$ cat config.mk
export PLATFORM = sky130hd
export DESIGN_NAME = fsg_frame_sync_gen
export DESIGN_NICKNAME = d
export VERILOG_FILES = /design/src/rtl/fsg_pkg.sv /design/src/rtl/fsg_edge_if.sv /design/src/rtl/fsg_sync_edge.sv /design/src/rtl/fsg_frame_sync_gen.sv
export SDC_FILE = /design/constraint.sdc
export NUM_CORES = 1
export LEC_CHECK = 0
export BUFFER_PORTS_ARGS = -buffer_cell sky130_fd_sc_hd__buf_2
export CAP_MARGIN = 20
export CORE_UTILIZATION = 61
export CTS_CLUSTER_DIAMETER = 50
export DETAILED_ROUTE_END_ITERATION = 7
export GPL_TIMING_DRIVEN = 0
export PLACE_DENSITY = 0.89
export SYNTH_ARGS = -nofsm -noshare
export SYNTH_HDL_FRONTEND = slang
export SYNTH_SLANG_ARGS = --single-unit
$ cat constraint.sdc
create_clock -name pclk -period 8.15 [get_ports pclk]
set_clock_uncertainty 0.05 [all_clocks]
set_input_delay 0 -clock pclk [delete_from_list [all_inputs] [get_ports pclk]]
set_output_delay 0 -clock pclk [all_outputs]
set_load 0.02 [all_outputs]
$ cat src/rtl/fsg_pkg.sv
// package: register map, field layout, reset values and state codes of the frame sync generator
package fsg_pkg;

   // register indices; byte address is four times the index
   localparam logic [7:0] FSG_IDX_CTRL    = 8'h18;
   localparam logic [7:0] FSG_IDX_HI_UP   = 8'h19;
   localparam logic [7:0] FSG_IDX_HI_LO   = 8'h1a;
   localparam logic [7:0] FSG_IDX_LO_UP   = 8'h1b;
   localparam logic [7:0] FSG_IDX_LO_LO   = 8'h1c;
   localparam logic [7:0] FSG_IDX_STATUS  = 8'h3f;
   localparam int         FSG_ADDR_W      = 8;

   localparam logic [9:0] FSG_ADDR_CTRL   = {FSG_IDX_CTRL, 2'b00};
   localparam logic [9:0] FSG_ADDR_HI_UP  = {FSG_IDX_HI_UP, 2'b00};
   localparam logic [9:0] FSG_ADDR_HI_LO  = {FSG_IDX_HI_LO, 2'b00};
   localparam logic [9:0] FSG_ADDR_LO_UP  = {FSG_IDX_LO_UP, 2'b00};
   localparam logic [9:0] FSG_ADDR_LO_LO  = {FSG_IDX_LO_LO, 2'b00};
   localparam logic [9:0] FSG_ADDR_STATUS = {FSG_IDX_STATUS, 2'b00};

   // control register fields
   localparam int FSG_CTRL_SRC_HI   = 7;
   localparam int FSG_CTRL_SRC_LO   = 4;
   localparam int FSG_CTRL_SHOT     = 3;
   localparam int FSG_CTRL_IDLE     = 2;
   localparam int FSG_CTRL_SPLIT    = 1;
   localparam int FSG_CTRL_EN       = 0;

   // status register fields
   localparam int FSG_STAT_OUT      = 0;
   localparam int FSG_STAT_BUSY     = 1;
   localparam int FSG_STAT_HIGH     = 2;
   localparam int FSG_STAT_EXT      = 3;

   // reset values
   localparam logic [7:0] FSG_RST_CTRL  = 8'h00;
   localparam logic [7:0] FSG_RST_BYTE  = 8'h00;

   // synchroniser lanes: four back-channel frame clocks, the fast reference, eight gpio
   localparam int FSG_BC_N     = 4;
   localparam int FSG_GPIO_N   = 8;
   localparam int FSG_LANE_REF = 4;
   localparam int FSG_LANE_GP  = 5;
   localparam int FSG_SYNC_W   = FSG_BC_N + 1 + FSG_GPIO_N;
   localparam int FSG_CNT_W    = 24;

   typedef enum logic [3:0] {
      FSG_ST_IDLE = 4'h1,
      FSG_ST_HIGH = 4'h2,
      FSG_ST_LOW  = 4'h4,
      FSG_ST_SHOT = 4'h8
   } fsg_state_t;

endpackage : fsg_pkg

$ cat src/rtl/fsg_edge_if.sv
// interface: synchronised levels and rising-edge strobes handed to the generator
`timescale 1ns/100ps
`default_nettype none
interface fsg_edge_if #(parameter int W = 13);
   logic [W-1:0] lvl;
   logic [W-1:0] rise;
   modport src (output lvl, output rise);
   modport dst (input lvl, input rise);
endinterface : fsg_edge_if
`default_nettype wire

$ cat src/rtl/fsg_sync_edge.sv
// module: two-flop synchroniser with rising-edge strobe for each input lane
`timescale 1ns/100ps
`default_nettype none
module fsg_sync_edge #(
   parameter int W = 13
) (
   // clock and reset
   input  wire logic         pclk,
   input  wire logic         presetn,
   // asynchronous lanes
   input  wire logic [W-1:0] async_in,
   // synchronised result
   fsg_edge_if.src           eo
);

   logic [W-1:0] meta_reg;
   logic [W-1:0] sync_reg;
   logic [W-1:0] prev_reg;

   // meta_reg is read by sync_reg alone
   always_ff @(posedge pclk or negedge presetn) begin
      if (!presetn) begin
         meta_reg <= '0;
         sync_reg <= '0;
      end else begin
         meta_reg <= async_in;
         sync_reg <= meta_reg;
      end
   end

   always_ff @(posedge pclk or negedge presetn) begin
      if (!presetn) begin
         prev_reg <= '0;
      end else begin
         prev_reg <= sync_reg;
      end
   end

   assign eo.lvl  = sync_reg;
   assign eo.rise = sync_reg & ~prev_reg;

endmodule : fsg_sync_edge
`default_nettype wire

$ cat src/rtl/fsg_frame_sync_gen.sv
// module: programmable frame sync generator with apb register slave
//
// Behaviour
// Source codes 0000 to 0011 run the internal generator on the back-channel frame clock of port 0 to 3.
// Source codes 01xx run the internal generator on the fast 25 MHz reference.
// Source codes 1000 to 1111 pass gpio 0 to 7 through as the frame sync.
// Writing one to control bit 3 emits exactly one frame sync pulse; the code drops the trigger while an external source is selected.
// The one-shot bit clears itself and always reads zero.
// Software waits out the whole pulse before triggering another one-shot.
// Software keeps periodic generation off while using one-shot pulses.
// Control bit 2 sets the initial level of the frame sync output.
// Control bit 1 picks separate high and low lengths (0) or a 50/50 split (1).
// In high/low mode the high phase uses the 16-bit high length and the low phase the 16-bit low length.
// In 50/50 mode one 24-bit length from the high lower byte and both low bytes times both phases.
// Control bit 0 turns continuous internal generation off (0) or on (1).
// High length is cycles minus one, bits 15:8 at index 0x19 and bits 7:0 at index 0x1a.
// Low length is cycles minus one, bits 15:8 at index 0x19 plus two, that is 0x1b.
// Low length bits 7:0 sit at index 0x1c and reset to zero.
// When enabled internally the output starts at the initial level and alternates phases counting reference ticks.
// In an external mode the output follows the synchronised level of the chosen gpio.
`timescale 1ns/100ps
`default_nettype none
module fsg_frame_sync_gen
   import fsg_pkg::*;
(
   // clock and reset
   input  wire logic                  pclk,
   input  wire logic                  presetn,
   // apb slave
   input  wire logic                  psel,
   input  wire logic                  penable,
   input  wire logic                  pwrite,
   input  wire logic [FSG_ADDR_W+1:0] paddr,
   input  wire logic [31:0]           pwdata,
   input  wire logic [3:0]            pstrb,
   output logic                       pready,
   output logic [31:0]                prdata,
   output logic                       pslverr,
   // timing references and external sources
   input  wire logic [FSG_BC_N-1:0]   bc_frame_clk,
   input  wire logic                  ref_fast_clk,
   input  wire logic [FSG_GPIO_N-1:0] gpio_in,
   // frame sync toward the serializers
   output logic                       frame_sync_out
);

   ////////////////////////////////////////////////////////////////////////////
   // registers and state

   logic [7:0]           ctrl_reg;
   logic [7:0]           hi_up_reg;
   logic [7:0]           hi_lo_reg;
   logic [7:0]           lo_up_reg;
   logic [7:0]           lo_lo_reg;
   logic                 shot_reg;
   fsg_state_t           state_reg;
   logic [FSG_CNT_W-1:0] cnt_reg;
   logic                 out_reg;
   logic                 pready_reg;
   logic                 pslverr_reg;
   logic [31:0]          prdata_reg;

   logic                 setup;
   logic                 wr_en;
   logic                 addr_ok;
   logic [7:0]           rd_byte;
   logic [3:0]           src_sel;
   logic                 ext_mode;
   logic                 tick;
   logic                 gpio_lvl;
   logic [FSG_CNT_W-1:0] len_high;
   logic [FSG_CNT_W-1:0] len_low;
   logic                 idle_lvl;
   logic                 gen_on;
   logic                 ctrl_wr;
   logic                 shot_go;

   ////////////////////////////////////////////////////////////////////////////
   // input synchronisers

   fsg_edge_if #(.W(FSG_SYNC_W)) edges ();

   fsg_sync_edge #(.W(FSG_SYNC_W)) u_sync (
      .pclk     (pclk),
      .presetn  (presetn),
      .async_in ({gpio_in, ref_fast_clk, bc_frame_clk}),
      .eo       (edges)
   );

   ////////////////////////////////////////////////////////////////////////////
   // control decode

   assign src_sel  = ctrl_reg[FSG_CTRL_SRC_HI:FSG_CTRL_SRC_LO];
   assign ext_mode = src_sel[3];
   assign idle_lvl = ctrl_reg[FSG_CTRL_IDLE];
   assign gen_on   = ctrl_reg[FSG_CTRL_EN] && !ext_mode;
   assign gpio_lvl = edges.lvl[FSG_LANE_GP + int'(src_sel[2:0])];

   // a pending one-shot fires only on a tick, so its pulse always spans whole ticks
   assign shot_go  = shot_reg && tick && !ext_mode;

   // the reference is sampled on pclk, so only its rising edges that pclk can resolve are counted
   always_comb begin
      if (src_sel[2]) begin
         tick = edges.rise[FSG_LANE_REF];
      end else begin
         tick = edges.rise[src_sel[1:0]];
      end
   end

   // phase lengths, stored as cycles minus one
   always_comb begin
      if (ctrl_reg[FSG_CTRL_SPLIT]) begin
         len_high = {hi_lo_reg, lo_up_reg, lo_lo_reg};
         len_low  = {hi_lo_reg, lo_up_reg, lo_lo_reg};
      end else begin
         len_high = {8'h00, hi_up_reg, hi_lo_reg};
         len_low  = {8'h00, lo_up_reg, lo_lo_reg};
      end
   end

   ////////////////////////////////////////////////////////////////////////////
   // apb slave: no wait state, answer registered in the setup cycle

   assign setup   = psel && !penable;
   assign wr_en   = psel && penable && pready_reg && pwrite && pstrb[0] && !pslverr_reg;
   // control writes also carry the one-shot trigger
   assign ctrl_wr = wr_en && (paddr == FSG_ADDR_CTRL);
   assign addr_ok = (paddr == FSG_ADDR_CTRL)  || (paddr == FSG_ADDR_HI_UP) ||
                    (paddr == FSG_ADDR_HI_LO) || (paddr == FSG_ADDR_LO_UP) ||
                    (paddr == FSG_ADDR_LO_LO) || (paddr == FSG_ADDR_STATUS);

   always_comb begin
      rd_byte = 8'h00;
      case (paddr)
         FSG_ADDR_CTRL:   rd_byte = ctrl_reg & ~(8'h01 << FSG_CTRL_SHOT);
         FSG_ADDR_HI_UP:  rd_byte = hi_up_reg;
         FSG_ADDR_HI_LO:  rd_byte = hi_lo_reg;
         FSG_ADDR_LO_UP:  rd_byte = lo_up_reg;
         FSG_ADDR_LO_LO:  rd_byte = lo_lo_reg;
         FSG_ADDR_STATUS: begin
            rd_byte[FSG_STAT_OUT]  = out_reg;
            rd_byte[FSG_STAT_BUSY] = (state_reg != FSG_ST_IDLE);
            rd_byte[FSG_STAT_HIGH] = (state_reg == FSG_ST_HIGH);
            rd_byte[FSG_STAT_EXT]  = ext_mode;
         end
         default:         rd_byte = 8'h00;
      endcase
   end

   // ready answers every setup in the next cycle, so no access ever has a wait state
   always_ff @(posedge pclk or negedge presetn) begin
      if (!presetn) begin
         pready_reg <= 1'b0;
      end else begin
         pready_reg <= setup;
      end
   end

   // error and data are captured with ready; error stands for the access cycle only, data holds until the next setup
   // a read of status is a snapshot taken in the setup cycle
   always_ff @(posedge pclk or negedge presetn) begin
      if (!presetn) begin
         pslverr_reg <= 1'b0;
         prdata_reg  <= 32'h0000_0000;
      end else if (setup) begin
         pslverr_reg <= !addr_ok;
         prdata_reg  <= {24'h00_0000, rd_byte};
      end else begin
         pslverr_reg <= 1'b0;
      end
   end

   // control byte; the one-shot bit is never stored, so it always reads zero
   always_ff @(posedge pclk or negedge presetn) begin
      if (!presetn) begin
         ctrl_reg <= FSG_RST_CTRL;
      end else if (ctrl_wr) begin
         ctrl_reg <= pwdata[7:0] & ~(8'h01 << FSG_CTRL_SHOT);
      end
   end

   // length bytes; read-only status writes are dropped without error
   always_ff @(posedge pclk or negedge presetn) begin
      if (!presetn) begin
         hi_up_reg <= FSG_RST_BYTE;
         hi_lo_reg <= FSG_RST_BYTE;
         lo_up_reg <= FSG_RST_BYTE;
         lo_lo_reg <= FSG_RST_BYTE;
      end else if (wr_en) begin
         case (paddr)
            FSG_ADDR_HI_UP: hi_up_reg <= pwdata[7:0];
            FSG_ADDR_HI_LO: hi_lo_reg <= pwdata[7:0];
            FSG_ADDR_LO_UP: lo_up_reg <= pwdata[7:0];
            FSG_ADDR_LO_LO: lo_lo_reg <= pwdata[7:0];
            default: ;
         endcase
      end
   end

   // trigger is held until the next tick; dropped while busy, enabled or external
   // a new trigger wins over the clear in the same cycle
   always_ff @(posedge pclk or negedge presetn) begin
      if (!presetn) begin
         shot_reg <= 1'b0;
      end else if (ctrl_wr && pwdata[FSG_CTRL_SHOT]) begin
         shot_reg <= 1'b1;
      end else if (tick || gen_on || ext_mode || (state_reg != FSG_ST_IDLE)) begin
         shot_reg <= 1'b0;
      end
   end

   ////////////////////////////////////////////////////////////////////////////
   // generator

   // a trigger while busy is dropped; software must wait the pulse out
   always_ff @(posedge pclk or negedge presetn) begin
      if (!presetn) begin
         state_reg <= FSG_ST_IDLE;
         cnt_reg   <= '0;
      end else begin
         case (state_reg)
            FSG_ST_IDLE: begin
               if (gen_on) begin
                  state_reg <= idle_lvl ? FSG_ST_HIGH : FSG_ST_LOW;
                  cnt_reg   <= idle_lvl ? len_high : len_low;
               end else if (shot_go) begin
                  // pulse takes the level and length of the phase opposite the idle level
                  state_reg <= FSG_ST_SHOT;
                  cnt_reg   <= idle_lvl ? len_low : len_high;
               end
            end
            FSG_ST_HIGH: begin
               if (!gen_on) begin
                  state_reg <= FSG_ST_IDLE;
               end else if (tick) begin
                  if (cnt_reg == '0) begin
                     state_reg <= FSG_ST_LOW;
                     cnt_reg   <= len_low;
                  end else begin
                     cnt_reg   <= cnt_reg - 1'b1;
                  end
               end
            end
            FSG_ST_LOW: begin
               if (!gen_on) begin
                  state_reg <= FSG_ST_IDLE;
               end else if (tick) begin
                  if (cnt_reg == '0) begin
                     state_reg <= FSG_ST_HIGH;
                     cnt_reg   <= len_high;
                  end else begin
                     cnt_reg   <= cnt_reg - 1'b1;
                  end
               end
            end
            FSG_ST_SHOT: begin
               if (ext_mode) begin
                  state_reg <= FSG_ST_IDLE;
               end else if (tick) begin
                  if (cnt_reg == '0) begin
                     state_reg <= FSG_ST_IDLE;
                  end else begin
                     cnt_reg   <= cnt_reg - 1'b1;
                  end
               end
            end
            default: begin
               state_reg <= FSG_ST_IDLE;
               cnt_reg   <= '0;
            end
         endcase
      end
   end

   // output flop: external level, or the level of the current phase
   always_ff @(posedge pclk or negedge presetn) begin
      if (!presetn) begin
         out_reg <= 1'b0;
      end else if (ext_mode) begin
         out_reg <= gpio_lvl;
      end else begin
         case (state_reg)
            FSG_ST_HIGH: out_reg <= 1'b1;
            FSG_ST_LOW:  out_reg <= 1'b0;
            FSG_ST_SHOT: out_reg <= !idle_lvl;
            default:     out_reg <= idle_lvl;
         endcase
      end
   end

   // every output is a flop with nothing between it and the pin,
   // so the far side never sees a combinational glitch
   assign frame_sync_out = out_reg;
   assign pready         = pready_reg;
   assign pslverr        = pslverr_reg;
   assign prdata         = prdata_reg;

endmodule : fsg_frame_sync_gen
`default_nettype wire

==> metrics.yaml, run 1 <==
first_pass_iters: 8
wl_per_cell_um: 24.1
fmax_mhz: 277
final_cell_mix: "dfrtp_1 (109), buf_2 (52), mux2_2 (44), o21ai_0 (41), nor2_1 (35)"
synth_top_cell_by_area: "dfrtp_1"
ys_seq_area_share_pct: 48.8
netlist_area_um2: 5640
grt_max_degree: 78
largest_reg_flops: 24
numCtsBuffers: 9
synth_xor_area_share_pct: 1.24
nFillCells: 559
min_path_type: "in2async"
fin_crit_ps: 3610
violations: "DRC"
setup_viol: 0
max_slew.worst_pin.slew_ps: 1040
die-area_um2: 9640
synth_flop_cell: "dfrtp_1"
total_power_mw: 1.93
slew_viol_final: 0
synth_cell_types: 66
synth_top_cell_area_share_pct: 48.3
core_um2: 8850
antenna_found_initial: 0
stdcell_count: 744
whs_ps: 28.4
cp_data_required_time_ps: 8380
async_flop_share_pct: 100
layout-area-overhead-vs-synth_pct: 16.3
status: "complete, but fails checks"
boundaryPins: 99
cts-root-buf: "clkbuf_8"
cp_data_arrival_time_ps: 3830
clkSlewWorstSetupHoldPaths_ps: 120
via_per_inst: 6.99
rsz0062_at_grt: "false"
synth.area.top_cells: "dfrtp_1 (48%), mux2_2 (8.8%), o21ai_0 (3.6%)"
setup_tns_ps: 0
worstSetupPathType: "reg2reg"
post_cts_buffers: 0
drt_iter0_markers: 588
synth_cells: 527
grt_pass1_wl_um: 28800
endpoint_kind: "register"
ir_drop_mv: 0.209
grt_pass1_vias: 5202
cellPowerDensity_nw_per_um2: 294
synth_fa_ha_area_share_pct: 0.444
die_y_um: 98.2
cts_resized: 0
layout_commonest_cell: "dfrtp_1"
period_share_pct: 44.2
synth-compound-area-share_pct: 18.5
critPathMaxFanout: 10
synth-simple-area-share_pct: 13.4
cts_sinks: 110
synth_mux_area_share_pct: 11.3
r2r_start: "state_reg[0]"
vias: 5200
drc_errors: 5
synth_top_family_by_area: "compound AO/OA/AOI/OAI gates"
dieWidth_um: 98.2
synth_seq_cells: 110
gp_congestion: 0.972
yosys_warnings: 0
antenna_left: 0
postLayoutCellArea_um2: 6560
postRouteWirelength_um: 17900
cap_violations: 0
placed_cell_area_um2: 6130
grt_usage_pct: 39.5
insertion_delay_ps: 400
synth_edf_count: 0
hold_violations: 0
layout-drive-gt1-share_pct: 24.5
portBuffers: 47
htree_num_levels: 3
crit_path_start_kind: "register"
slew_headroom_pct: 30.0
fp-row-count: 34
hpwl_um: 11400
antenna_cells: 0
syn_area_per_cell_um2: 10.7
cts_tree: "yes"
grt.overflow.total: 0
place_inst: 706
cts_buffer_depth: 2
nNetsFinal: 697
cellLeakagePower_nw: 3.02
startpoint: "state_reg[0]"
initial_core_util_pct: 63.8
power breakdown:
part,switching (mW),leakage [nW],internal [mW]
clock,0.230,0.104,0.125
combinational,0.624,1.48,0.304
sequential,0.0468,1.43,0.597
total,0.901,3.02,1.03
routing by layer:
metal | share of wire (%) | vias to the layer above | global-route usage [%]
li1 | - | 2176 | -
met1 | 35 | 2432 | 47.1
met2 | 46 | 465 | 64.0
met3 | 12 | 127 | 13.0
met4 | 6.9 | 0 | 21.4
met5 | 0 | - | 0
worst max-delay path, cell delays in order, from the launching register on:
cell and delay [ps]:
dfstp_2 600, inv_1 80, nor4_1 880, o211ai_1 670, nor2_1 560, or2_2 190
buf_2 140, mux2_2 340
cell type report:
cell class / instances / area [um^2] / area share, %
flip-flops and latches: 110 / 2750 / 42.0
multi-input cells: 378 / 2620 / 40.0
repair buffers: 70 / 485 / 7.40
plain buffers: 53 / 319 / 4.86
well taps: 108 / 135 / 2.06
clock buffers: 9 / 124 / 1.89
clock inverters: 7 / 86.3 / 1.32
inverters: 9 / 33.8 / 0.515
cells by family after synthesis:
group / count (synthesis)
flip-flops: 110
other: 1
AND/OR/NAND/NOR: 136
XOR/XNOR: 8
buffers and inverters: 62
AO/OA/AOI/OAI: 155
adder cells (fa/ha/maj): 2
multiplexers: 53
through the flow:
| stage | util, % | worst slack, ps |
|---|---|---|
| floorplan | - | 5520 |
| finish | 74.1 | 4540 |
| global route | 74.1 | 4260 |
| CTS | 74.1 | 4670 |
| detailed placement | 69.3 | 4690 |
| global placement | 68.9 | 4700 |
worst paths after layout:
path                                    end  slack (ps)  cells past startpoint
setup / recovery                 cnt_reg[7]        4540                      7
hold / removal                  cnt_reg[22]          30                      2
setup reg to reg                 cnt_reg[7]        4540                      7
hold reg to reg            u_sync.eo.lvl[5]         310                      0
max in group asynchronous      lo_up_reg[7]        7280                      3
min in group pclk                 prdata[4]         150                      5
timing repair:
action / in CTS / in global routing
hold endpoints to repair: 163 / 0
endpoints found under the setup margin: 0 / 0
hold buffers: 22 / 0
cell usage after synthesis (10+ instances only):
cell type / n
dfrtp_1: 109
mux2_2: 44
o21ai_0: 41
nor2_1: 35
buf_4: 26
a21oi_1: 25
nor3_1: 21
clkbuf_1: 18
nand2_1: 14
a22oi_1: 12
a222oi_1: 10
Note: power is estimated with default switching activity, not from simulation.
==> inputs of run 2 (changes only) <==
Settings changed: CORE_UTILIZATION 61 to 51, PLACE_DENSITY 0.89 to 0.8.
Clock period 8.15 ns to 3.02 ns, I/O delays scaled along.
==> metrics.yaml, run 2 (synthesized netlist as in run 1, its figures left out) <==
postLayoutCellArea_um2: 6680  # was 6560 um^2
initial_core_util_pct: 52.3  # was 63.8%
drt_iter0_markers: 460  # was 588
slew_headroom_pct: 43.1  # was 30.0%
core_um2: 10800  # was 8850 um^2
layout_commonest_cell: "dfrtp_1"  # unchanged
grt_pass1_vias: 4723  # was 5,202
slowest_stage: "or4_1"  # was nor4_1
rsz0062_at_grt: "true"  # was false
portBuffers: 47  # unchanged
slew_viol_final: 0  # unchanged
fmax_mhz: 352  # was 277 MHz
grt_use_met1_pct: 41.4  # was 47.1%
htree_num_levels: 3  # unchanged
setup_viol: 0  # unchanged
r2r-end: "state_reg[1]"  # was cnt_reg[7]
first_pass_iters: 8  # unchanged
cts_tree: "yes"  # unchanged
cp_slowest_stage_delay_ps: 500  # was 880 ps
dieWidth_um: 107  # was 98.2 um
die_y_um: 107  # was 98.2 um
die-area_um2: 11500  # was 9640 um^2
fin_crit_ps: 2840  # was 3610 ps
busiest_layer: "met2"  # unchanged
antenna_cells: 0  # unchanged
r2r_start: "cnt_reg[10]"  # was state_reg[0]
wl_per_cell_um: 20.4  # was 24.1 um
met2_usage_pct: 46.0  # was 64.0%
whs_ps: 60.9  # was 28.4 ps
via_per_inst: 6.23  # was 6.99
period_share_pct: 94.1  # was 44.2%
fp-row-count: 38  # was 34
crit_family: "simple AND/OR/NAND/NOR gates"  # unchanged
boundaryPins: 99  # unchanged
grt_pass1_wl_um: 25500  # was 28,800 um
max_slew.worst_pin.slew_ps: 851  # was 1040 ps
path_cells: "or4_1, buf_2, or4_4, buf_6, nor3_1, a221o_2, o21ai_0, mux2_2"  # was inv_1, nor4_1, o211ai_1, nor2_1, or2_2, buf_2, mux2_2
grt_usage_pct: 29.8  # was 39.5%
min_path_type: "in2async"  # unchanged
placed_cell_area_um2: 6170  # was 6130 um^2
antenna_found_initial: 0  # unchanged
crit_path_start_kind: "register"  # unchanged
layout-drive-gt1-share_pct: 25.5  # was 24.5%
hpwl_um: 11300  # was 11,400 um
cellLeakagePower_nw: 3.05  # was 3.02 nW
cts_sinks: 110  # unchanged
largest_reg_flops: 24  # unchanged
status: "finished clean"  # was complete, but fails checks
worstRegToRegCells: 8  # was 7
nNetsFinal: 699  # was 697
final_cell_mix: "dfrtp_1 (109), buf_2 (52), mux2_2 (44), o21ai_0 (40), nor2_1 (34)"  # was dfrtp_1 (109), buf_2 (52), mux2_2 (44), o21ai_0 (41), nor2_1 (35)
cap_violations: 0  # unchanged
regToRegSetupSlack_ps: 180  # was 4540 ps
cts-root-buf: "clkbuf_8"  # unchanged
cp_data_required_time_ps: 3260  # was 8380 ps
vias: 4845  # was 5,200
grt_max_degree: 70  # was 78
hold_violations: 0  # unchanged
cts_buffer_depth: 2  # unchanged
met3_usage_pct: 6.14  # was 13.0%
antenna_left: 0  # unchanged
finish.utilization_pct: 61.8  # was 74.1%
drc_errors: 0  # was 5
postRouteWirelength_um: 15900  # was 17,900 um
cp_data_arrival_time_ps: 3080  # was 3830 ps
clkSlewWorstSetupHoldPaths_ps: 120  # about the same
path_buf_inv: 2  # unchanged
grt.overflow.total: 0  # unchanged
gp_congestion: 0.904  # was 0.972
ir_drop_mv: 0.407  # was 0.209 mV
worstSetupPathType: "reg2reg"  # unchanged
insertion_delay_ps: 390  # was 400 ps
numCtsBuffers: 9  # unchanged
endpoint_kind: "register"  # unchanged
critPathMaxFanout: 9  # was 10
cellPowerDensity_nw_per_um2: 778  # was 294 nW/um^2
layout-area-overhead-vs-synth_pct: 18.3  # was 16.3%
[run 2: final cells by class]
cell class	instances	area, um^2
Timing Repair Buffer	73	520
Buffer	52	315
Clock inverter	7	91.3
Sequential cell	110	2750
Tap cell	140	175
Multi-Input combinational cell	378	2660
Fill cell	893	4120
Clock buffer	9	124
Inverter	9	33.8
[run 2: per-layer routing]
metal  part of all wire [%]  vias to the layer above
li1                       -                     2180
met1                     42                     2367
met2                     47                      264
met3                    7.9                       34
met4                    3.1                        0
met5                      0                        -
[run 2: repair_timing]
item                                   CTS  global route
setup endpoints to repair               26            22
pin swaps                                1             1
endpoints found under the hold margin   98             0
resized for setup                        3             5
setup buffers                            1             2
hold buffers                            22             0
[run 2: through the flow]
step / TNS (ps) / cells / setup WS, ps / power [mW]
after floorplan: 0 / 550 / 392 / 3.46
final: 0 / 778 / 180 / 5.19
after detailed placement: -9900 / 738 / -456 / 4.14
after global routing: -25.0 / 778 / -25.0 / 5.51
after global placement: -10190 / 737 / -471 / 4.09
after CTS: 0 / 777 / 84.4 / 5.11
[run 2: worst max path at each step]
stage	cells past startpoint	startpoint	to
6_report	8	cnt_reg[10]	state_reg[1]
5_1_grt	9	state_reg[2]	cnt_reg[19]
4_1_cts	9	ctrl_reg[4]	cnt_reg[19]
3_5_place_dp	7	state_reg[0]	cnt_reg[16]
3_3_place_gp	7	state_reg[0]	cnt_reg[23]
2_1_floorplan	7	state_reg[0]	cnt_reg[7]
[run 2: worst register-to-register path, cell delays in order, from the launching register on]
cell     delay [ps]
dfrtp_1         430
or4_1           500
buf_2           180
or4_4           420
buf_6           160
nor3_1          290
a221o_2         250
o21ai_0         160
mux2_2          310
[run 2: power breakdown]
| part | total, mW | leakage [nW] | internal [mW] | switching (mW) |
|---|---|---|---|---|
| Combinational | 2.53 | 1.51 | 0.857 | 1.67 |
| Sequential | 1.75 | 1.43 | 1.61 | 0.134 |
| Clock | 0.922 | 0.105 | 0.338 | 0.585 |
| Total | 5.19 | 3.05 | 2.81 | 2.39 |
